--- src/shared/omt_pkg.sv ---
// Package for the offline motor tuning sequencer: encodings, limits and step timing.
// Contract
// - Tuning mode 00 off, 01 static, 02 rotating.
// - Constant source 00 default, 01 tuned, 02 online.
// - Enabled mode plus run command starts tuning.
// - Six steps run in fixed order.
// - Static mode skips V/f and sensorless runs.
// - Sensorless speed 40/20/10 percent by time T.
// - DC brake 00 off, 01 on, 02 point.
// - Trip aborts at once, shows trip code.
// - Stop key or run removal ends tuning.
// - Free V/f mode ends soon, abnormal code; a run that finishes within FREE_VF_ABORT_CYC cycles ends with the normal code.
// - Stop key clears displayed result.
// - Stalled run plus stop key shows error.
// - Tuned constants used only when source 01/02.
// - Only motor sets one and two tuned.
// - Pole count accepts 2,4,6,8,10 only.
// - Base frequency from 30 Hz to maximum.
// - Voltage 380..480 list, 400 V class only.
// - Capacity 0.20-90.00 kW, 160 on large models.
package omt_pkg;
   localparam logic [1:0] TUNE_OFF = 2'h0;
   localparam logic [1:0] TUNE_STATIC = 2'h1;
   localparam logic [1:0] TUNE_ROTATE = 2'h2;
   localparam logic [1:0] SRC_DEFAULT = 2'h0;
   localparam logic [1:0] SRC_TUNED = 2'h1;
   localparam logic [1:0] SRC_ONLINE = 2'h2;
   localparam logic [1:0] BRAKE_OFF = 2'h0;
   localparam logic [1:0] BRAKE_ON = 2'h1;
   localparam logic [1:0] BRAKE_POINT = 2'h2;
   localparam logic [2:0] CTRL_FREE_VF = 3'h2;
   localparam logic [1:0] SET_THIRD = 2'h2;
   localparam logic [6:0] VF_SPEED_PCT = 7'h50;
   localparam logic [6:0] SLV_PCT_HI = 7'h28;
   localparam logic [6:0] SLV_PCT_MID = 7'h14;
   localparam logic [6:0] SLV_PCT_LO = 7'h0a;
   localparam logic [15:0] T_LIMIT_MID_S = 16'h0032;
   localparam logic [15:0] T_LIMIT_LO_S = 16'h0064;
   localparam logic [15:0] BASE_FREQ_MIN_HZ = 16'h001e;
   localparam logic [15:0] CAP_MIN_10W = 16'h0014;
   localparam logic [15:0] CAP_MAX_10W = 16'h2328;
   localparam logic [15:0] CAP_MAX_BIG_10W = 16'h3e80;
   localparam logic [3:0] POLES_MAX = 4'ha;
   localparam int FREE_VF_ABORT_NS = 1000;
   localparam int CLK_NS = 10;
   localparam int FREE_VF_ABORT_CYC = FREE_VF_ABORT_NS / CLK_NS;
   localparam logic [7:0] DISP_NONE = 8'h00;
   localparam logic [7:0] DISP_NORMAL = 8'h01;
   localparam logic [7:0] DISP_ABNORMAL = 8'h02;
   localparam logic [7:0] DISP_ERROR = 8'h03;
   localparam logic [7:0] DISP_TRIP = 8'h04;
   typedef enum {ST_IDLE, ST_AC1, ST_AC2, ST_DC1, ST_VF, ST_SLV, ST_DC2, ST_SHOW,
      ST_ABORT} omt_step_t;
   typedef struct packed {
      logic [15:0] stator_res;
      logic [15:0] rotor_res;
      logic [15:0] leak_ind;
      logic [15:0] no_load_cur;
      logic [15:0] inertia;
   } omt_consts_t;
   typedef struct packed {
      logic [1:0] tuning_mode_select;
      logic [1:0] motor_constant_source;
      logic [1:0] dc_brake_enable;
      logic [2:0] ctrl_mode;
      logic [1:0] motor_set;
      logic [3:0] motor_pole_count;
      logic [15:0] base_frequency_setting;
      logic [15:0] max_frequency;
      logic [8:0] regulated_voltage_select;
      logic class_400v;
      logic [15:0] motor_capacity_setting;
      logic large_model;
   } omt_cfg_t;
endpackage

--- src/hw/omt_sequencer.sv ---
// Offline motor tuning sequencer: step control, parameter checks and result storage.
`timescale 1ns/100ps
module omt_sequencer #(
   parameter int CW = 16
) (
   input wire logic clk,
   input wire logic nrst,
   input omt_pkg::omt_cfg_t cfg,
   input wire logic run_cmd,
   input wire logic stop_key,
   input wire logic trip,
   input wire logic step_done,
   input wire logic step_fail,
   input wire logic [15:0] accel_time_s,
   input wire logic [15:0] decel_time_s,
   input omt_pkg::omt_consts_t measured,
   input omt_pkg::omt_consts_t default_consts,
   output logic tuning_active,
   output logic [3:0] step_code,
   output logic [6:0] speed_pct,
   output logic [7:0] display_code,
   output logic temp_settings_held,
   output omt_pkg::omt_consts_t tuned_set1,
   output omt_pkg::omt_consts_t tuned_set2,
   output omt_pkg::omt_consts_t active_consts,
   output logic params_ok,
   output logic online_tune_en
);
   import omt_pkg::*;
   omt_step_t step;
   omt_step_t next_step;
   logic run_q;
   logic start;
   logic run_drop;
   logic [6:0] slv_pct;
   logic [15:0] t_max;
   logic [CW-1:0] abort_cnt;
   logic poles_ok;
   logic freq_ok;
   logic volt_ok;
   logic cap_ok;
   logic mode_ok;
   logic brake_ok;
   logic set_ok;
   logic finishing;

   // Parameter acceptance; an unaccepted value keeps tuning from starting.
   always_comb begin
      poles_ok = (cfg.motor_pole_count != 4'h0) && !cfg.motor_pole_count[0]
         && (cfg.motor_pole_count <= POLES_MAX);
      freq_ok = (cfg.base_frequency_setting >= BASE_FREQ_MIN_HZ)
         && (cfg.base_frequency_setting <= cfg.max_frequency);
      case (cfg.regulated_voltage_select)
         9'd380, 9'd400, 9'd415, 9'd440, 9'd460, 9'd480: volt_ok = cfg.class_400v;
         default: volt_ok = !cfg.class_400v;
      endcase
      cap_ok = (cfg.motor_capacity_setting >= CAP_MIN_10W)
         && (cfg.motor_capacity_setting <= (cfg.large_model ? CAP_MAX_BIG_10W
         : CAP_MAX_10W));
      mode_ok = (cfg.tuning_mode_select == TUNE_STATIC)
         || (cfg.tuning_mode_select == TUNE_ROTATE);
      // Measurement is not possible against the brake; point braking is allowed.
      brake_ok = (cfg.dc_brake_enable == BRAKE_OFF)
         || (cfg.dc_brake_enable == BRAKE_POINT);
      set_ok = (cfg.motor_set != SET_THIRD) && (cfg.motor_set != 2'h3);
   end
   assign params_ok = poles_ok && freq_ok && volt_ok && cap_ok && brake_ok && set_ok;

   always_ff @(posedge clk or negedge nrst) begin
      if (!nrst) begin
         run_q <= 1'b0;
      end else begin
         run_q <= run_cmd;
      end
   end
   // A run edge outside idle is ignored, so it cannot clear a shown result or held settings.
   assign start = (step == ST_IDLE) && run_cmd && !run_q && mode_ok && params_ok;
   assign run_drop = run_q && !run_cmd;

   always_comb begin
      t_max = (accel_time_s > decel_time_s) ? accel_time_s : decel_time_s;
      if (t_max < T_LIMIT_MID_S) begin
         slv_pct = SLV_PCT_HI;
      end else if (t_max < T_LIMIT_LO_S) begin
         slv_pct = SLV_PCT_MID;
      end else begin
         slv_pct = SLV_PCT_LO;
      end
   end

   always_comb begin
      next_step = step;
      case (step)
         ST_IDLE: begin
            if (start) begin
               next_step = ST_AC1;
            end
         end
         ST_AC1: if (step_done) next_step = ST_AC2;
         ST_AC2: if (step_done) next_step = ST_DC1;
         ST_DC1: begin
            if (step_done) begin
               next_step = (cfg.tuning_mode_select == TUNE_STATIC) ? ST_DC2 : ST_VF;
            end
         end
         ST_VF: if (step_done) next_step = ST_SLV;
         ST_SLV: if (step_done) next_step = ST_DC2;
         ST_DC2: if (step_done) next_step = ST_SHOW;
         ST_SHOW: if (stop_key) next_step = ST_IDLE;
         ST_ABORT: if (stop_key || !run_cmd) next_step = ST_IDLE;
         default: next_step = ST_IDLE;
      endcase
      if (step != ST_IDLE && step != ST_SHOW && step != ST_ABORT) begin
         if (trip || step_fail || (stop_key || run_drop)
            || abort_cnt == CW'(FREE_VF_ABORT_CYC)) begin
            next_step = ST_ABORT;
         end
      end
   end

   always_ff @(posedge clk or negedge nrst) begin
      if (!nrst) begin
         step <= ST_IDLE;
      end else begin
         step <= next_step;
      end
   end

   // Free V/f is caught FREE_VF_ABORT_CYC cycles after starting, if not yet finished, rather than at once, as in the drive.
   always_ff @(posedge clk or negedge nrst) begin
      if (!nrst) begin
         abort_cnt <= '0;
      end else if (step == ST_IDLE || cfg.ctrl_mode != CTRL_FREE_VF) begin
         abort_cnt <= '0;
      end else if (abort_cnt != CW'(FREE_VF_ABORT_CYC)) begin
         abort_cnt <= abort_cnt + 1'b1;
      end
   end

   always_ff @(posedge clk or negedge nrst) begin
      if (!nrst) begin
         display_code <= DISP_NONE;
      end else if (next_step == ST_ABORT && step != ST_ABORT) begin
         if (trip) begin
            display_code <= DISP_TRIP;
         end else if (abort_cnt == CW'(FREE_VF_ABORT_CYC)) begin
            display_code <= DISP_ABNORMAL;
         end else if (step_fail || stop_key) begin
            display_code <= DISP_ERROR;
         end else begin
            display_code <= DISP_ERROR;
         end
      end else if (step == ST_DC2 && next_step == ST_SHOW) begin
         display_code <= DISP_NORMAL;
      end else if (step == ST_SHOW && stop_key) begin
         display_code <= DISP_NONE;
      end else if (start) begin
         display_code <= DISP_NONE;
      end
   end

   // Temporary tuning settings stay until a new run begins, standing in for initialisation.
   always_ff @(posedge clk or negedge nrst) begin
      if (!nrst) begin
         temp_settings_held <= 1'b0;
      end else if (start) begin
         temp_settings_held <= 1'b0;
      end else if (next_step == ST_ABORT && step != ST_ABORT && (stop_key || run_drop)) begin
         temp_settings_held <= 1'b1;
      end
   end

   assign finishing = (step == ST_DC2) && step_done && !trip && !step_fail && !stop_key
      && !run_drop && abort_cnt != CW'(FREE_VF_ABORT_CYC);
   always_ff @(posedge clk or negedge nrst) begin
      if (!nrst) begin
         tuned_set1 <= '0;
         tuned_set2 <= '0;
      end else if (finishing) begin
         if (cfg.motor_set == 2'h0) begin
            tuned_set1 <= measured;
         end else if (cfg.motor_set == 2'h1) begin
            tuned_set2 <= measured;
         end
      end
   end

   always_ff @(posedge clk or negedge nrst) begin
      if (!nrst) begin
         active_consts <= '0;
         online_tune_en <= 1'b0;
      end else begin
         // Tuned values only take effect through the source selection.
         if (cfg.motor_constant_source == SRC_TUNED
            || cfg.motor_constant_source == SRC_ONLINE) begin
            active_consts <= (cfg.motor_set == 2'h1) ? tuned_set2 : tuned_set1;
         end else begin
            active_consts <= default_consts;
         end
         online_tune_en <= (cfg.motor_constant_source == SRC_ONLINE);
      end
   end

   always_ff @(posedge clk or negedge nrst) begin
      if (!nrst) begin
         step_code <= 4'h0;
         speed_pct <= 7'h00;
         tuning_active <= 1'b0;
      end else begin
         step_code <= 4'(next_step);
         tuning_active <= (next_step != ST_IDLE) && (next_step != ST_SHOW)
            && (next_step != ST_ABORT);
         speed_pct <= (next_step == ST_VF) ? VF_SPEED_PCT
            : (next_step == ST_SLV) ? slv_pct : 7'h00;
      end
   end

   a_trip_abort: assert property (@(posedge clk) disable iff (!nrst)
      (tuning_active && trip) |=> (step == ST_ABORT) && (display_code == DISP_TRIP))
      else $error("trip did not abort tuning with trip code");
   a_static_skip: assert property (@(posedge clk) disable iff (!nrst)
      (step == ST_DC1 && step_done && cfg.tuning_mode_select == TUNE_STATIC && !trip
      && !step_fail && !stop_key && !run_drop && abort_cnt != CW'(FREE_VF_ABORT_CYC))
      |=> step == ST_DC2)
      else $error("static tuning did not skip rotating steps");
   a_start_gate: assert property (@(posedge clk) disable iff (!nrst)
      (step == ST_IDLE && $rose(run_cmd) && mode_ok && params_ok) |=> step == ST_AC1)
      else $error("run command did not start tuning");
   a_off_no_start: assert property (@(posedge clk) disable iff (!nrst)
      (step == ST_IDLE && cfg.tuning_mode_select == TUNE_OFF) |=> step == ST_IDLE)
      else $error("tuning started while disabled");
   a_slv_speed: assert property (@(posedge clk) disable iff (!nrst)
      (next_step == ST_SLV && t_max < T_LIMIT_MID_S) |=> speed_pct == SLV_PCT_HI)
      else $error("sensorless speed wrong for short ramp");
   a_clear_show: assert property (@(posedge clk) disable iff (!nrst)
      (step == ST_SHOW && stop_key) |=> (step == ST_IDLE) && (display_code == DISP_NONE))
      else $error("stop key did not clear result");
   a_stop_ends: assert property (@(posedge clk) disable iff (!nrst)
      (tuning_active && stop_key) |=> step == ST_ABORT)
      else $error("stop key did not end tuning");
   a_free_vf: assert property (@(posedge clk) disable iff (!nrst)
      (step == ST_AC1 && cfg.ctrl_mode == CTRL_FREE_VF) |-> ##[1:110] step == ST_ABORT)
      else $error("free V/f tuning did not abort");
   a_default_src: assert property (@(posedge clk) disable iff (!nrst)
      (cfg.motor_constant_source == SRC_DEFAULT) |=> active_consts == $past(default_consts))
      else $error("tuned constants used without selection");
endmodule

--- config.mk ---
export PLATFORM = sky130hd
export DESIGN_NAME = omt_sequencer
export DESIGN_NICKNAME = d
export VERILOG_FILES = /design/src/shared/omt_pkg.sv /design/src/hw/omt_sequencer.sv
export SDC_FILE = /design/constraint.sdc
export NUM_CORES = 1
export LEC_CHECK = 0
export BUFFER_PORTS_ARGS = -buffer_cell sky130_fd_sc_hd__buf_2
export CAP_MARGIN = 20
export CORE_AREA = 2 2 211 213
export DETAILED_ROUTE_END_ITERATION = 10
export DIE_AREA = 0 0 213 215
export GPL_TIMING_DRIVEN = 0
export PLACE_DENSITY_LB_ADDON = 0.12
export SETUP_SLACK_MARGIN = 0.1
export SLEW_MARGIN = 20
export SYNTH_ARGS = -nofsm -noshare
export SYNTH_HDL_FRONTEND = slang
export SYNTH_SLANG_ARGS = --single-unit
--- constraint.sdc ---
create_clock -name clk -period 3.3 [get_ports clk]
set_clock_uncertainty 0.15 [all_clocks]
set_input_delay 0.165 -clock clk [delete_from_list [all_inputs] [get_ports clk]]
set_output_delay 0.165 -clock clk [all_outputs]
set_load 0.1 [all_outputs]
==> metrics.csv <==
metric,value,unit
status,completed,
cap_violations,0,
fmax,324,MHz
p_per_area,452,mW/mm^2
clk_pin_slew,0.06,ns
placedInstanceArea,0.0171,sq mm
yosys_warnings,0,
setup_viol,0,
hold_violations,0,
tightest_slew,1.04,ns
seq_area,0.00753,sq mm
drive_above_1_share,40.5,%
synth.largest_area_cell,dfrtp_1,
insertion_delay,0.52,ns
clock_path_buffers,3,
seq_area_frac_synth,56.1,%
wl_per_cell,18.3,um
start_util,30.8,%
cp.arrival,3.40,ns
final_common_cell,buf_2,
syn_area,0.0134,sq mm
dpl.hpwl,34600,um
die_x,213,um
core-area,0.0436,sq mm
synthTopCellsByArea,"dfrtp_1, mux2_2, mux2i_1, ha_1, o21ai_0",
routed_wirelength,46000,um
path_class,reg -> reg,
first_pass_iters,4,
worstPathCellList,nor4_1 > nand4_1 > nor2_2 > nand2_1 > or3_1 > o41a_1 > a211oi_1 > dlygate4sd3_1,
grt_usage,20.1,%
antenna_found_initial,4,
cts_sinks,301,
cts_root_buffer,clkbuf_16,
route.vias.total,11600,
io_pins,536,
cp.required,3.61,ns
drtIter0Drc,447,
drtAntennaViolNets,0,
path_max_fanout,4,
die_area,0.0458,sq mm
ys_ff_latch,301,
synth_cells,1116,
layout_common_cells,"buf_2, dfrtp_1, dlygate4sd3_1",
grt_pass1_vias,12300,
cts_tree,built,
synth-async-reset-ratio,100,%
final.fill_count,4188,
die_h,215,um
maxSlewHeadroom,30.4,%
cp_top_family,simple AND/OR/NAND/NOR gates,
fin_util,45.9,%
synth_area_per_cell,12.0,sq um
peakVddDrop,0.000327,V
synthFlopType,dfrtp_1,
worst_hold_slack,0.0760,ns
cp-start-kind,flip-flop,
maxSlewViolCount,0,
hp-class,in -> async,
synthToLayoutAreaGrowth,49.1,%
cts_buffers,36,
overflow,0,
rows,77,
stdcell_area,0.0200,sq mm
netlist-cell-type-count,61,
nets,2217,
globalplace.congestion,0.871,
period_share,93.5,%
rsz0062_at_grt,yes,
yosysTopAreaCellShare,56.1,%
grt_max_degree,97,
multi_input_area,0.00556,sq mm
finalCriticalPeriod,3.09,ns
drc,0,
leakagePower,10.5,nW
grt_pass1_wl,70600,um
slowest_stage,dlygate4sd3_1,
path_buf_inv,1,
r2r_slack,0.21,ns
via_per_inst,4.59,
synth_edf_count,0,
max_stage_delay,0.56,ns
io_buffers,528,
ctsHtreeMaxLevel,2,
end_kind,flip-flop,
==> cells in the mapped netlist (5+ instances only) <==
| cell type | number |
|---|---|
| nor3_1 | 12 |
| mux2_1 | 7 |
| clkbuf_1 | 24 |
| inv_1 | 45 |
| nand3_1 | 19 |
| nand4_1 | 16 |
| a21o_1 | 6 |
| buf_6 | 8 |
| ha_1 | 43 |
| dfrtp_1 | 301 |
| or3_1 | 5 |
| a21oi_1 | 21 |
| buf_1 | 8 |
| nor2_1 | 44 |
| nand2_1 | 113 |
| o21ai_0 | 91 |
| buf_4 | 11 |
| o211ai_1 | 5 |
| mux2i_1 | 82 |
| nor4_1 | 17 |
| xor2_1 | 9 |
| buf_2 | 8 |
| mux2_2 | 153 |
==> logic make-up (layout without fill, tap and decap cells) <==
group	after synthesis	in the layout	share of synthesized area, %
flip-flops	301	301	56.1
AND/OR/NAND/NOR	257	257	9.11
multiplexers	242	242	19.5
AO/OA/AOI/OAI	155	155	6.70
buffers and inverters	104	878	3.73
adder cells (fa/ha/maj)	43	43	4.00
XOR/XNOR	13	13	0.847
other	1	36	0.0279
==> tightest hold or removal path: cells and delay by family <==
kind | cells | cell delay (ns)
buffers and inverters | 3 | 0.95
==> layer usage <==
metal | wire (um) | global-route usage, % | part of all wire (%) | vias up
li1 | - | - | - | 5487
met1 | 18900 | 24.0 | 41 | 5643
met2 | 22800 | 35.0 | 50 | 355
met3 | 3040 | 5.17 | 6.6 | 73
met4 | 1270 | 6.50 | 2.8 | 4
met5 | 18 | 0 | 0.039 | -
==> flip-flops by register name (all words and copies together) (netlist names) <==
name / cells
abort_cnt: 16
active_consts: 80
display_code: 3
online_tune_en: 1
run_q: 1
speed_pct: 6
step: 29
step_code: 3
temp_settings_held: 1
tuned_set1: 80
tuned_set2: 80
tuning_active: 1
==> through the flow <==
step / setup TNS [ns] / power (mW) / std cells / setup WS, ns
global placement: -1206.95 / 5.25 / 2269 / -3.96
global route: 0 / 9.47 / 2516 / 0.0774
detailed placement: -28.57 / 5.28 / 2272 / -0.446
floorplan: 0 / 4.77 / 1149 / 0.334
CTS: 0 / 9.22 / 2511 / 0.0945
finish: 0 / 9.06 / 2517 / 0.214
==> what timing repair did <==
action | CTS | global route
hold buffers | 176 | 0
buffers inserted | 3 | 4
pin swaps | 1 | 3
setup endpoints to repair | 81 | 161
gates resized for setup | 4 | 9
hold endpoints to repair | 470 | 0
==> power breakdown <==
group | switching [mW] | internal (mW) | total (mW)
Clock | 1.51 | 2.17 | 3.68
Combinational | 1.11 | 0.448 | 1.56
Sequential | 0.0287 | 3.79 | 3.82
Total | 2.65 | 6.41 | 9.06
==> final cells by class <==
| type | instances | area share (%) |
|---|---|---|
| diodes | 2 | 0.0250 |
| plain buffers | 59 | 1.74 |
| clock buffers | 54 | 5.19 |
| clock inverters | 6 | 0.187 |
| inverters | 45 | 0.843 |
| multi-input cells | 744 | 27.8 |
| flip-flops and latches | 301 | 37.6 |
| well taps | 592 | 3.70 |
| repair buffers | 714 | 22.9 |
==> worst paths after layout <==
path	start	end	cells after the start
worst min register to register	tuned_set1[6]$_DFFE_PN0P_	tuned_set1[6]$_DFFE_PN0P_	1
worst max register to register	step[13]$_DFF_PN0_	speed_pct[5]$_DFF_PN0_	8
min in group clk	decel_time_s[6]	speed_pct[3]$_DFF_PN0_	5
worst max-delay path	step[13]$_DFF_PN0_	speed_pct[5]$_DFF_PN0_	8
worst min-delay path	nrst	active_consts[40]$_DFF_PN0_	3
max in group asynchronous	nrst	run_q$_DFF_PN0_	4
Power figures use the tool's default switching activity.
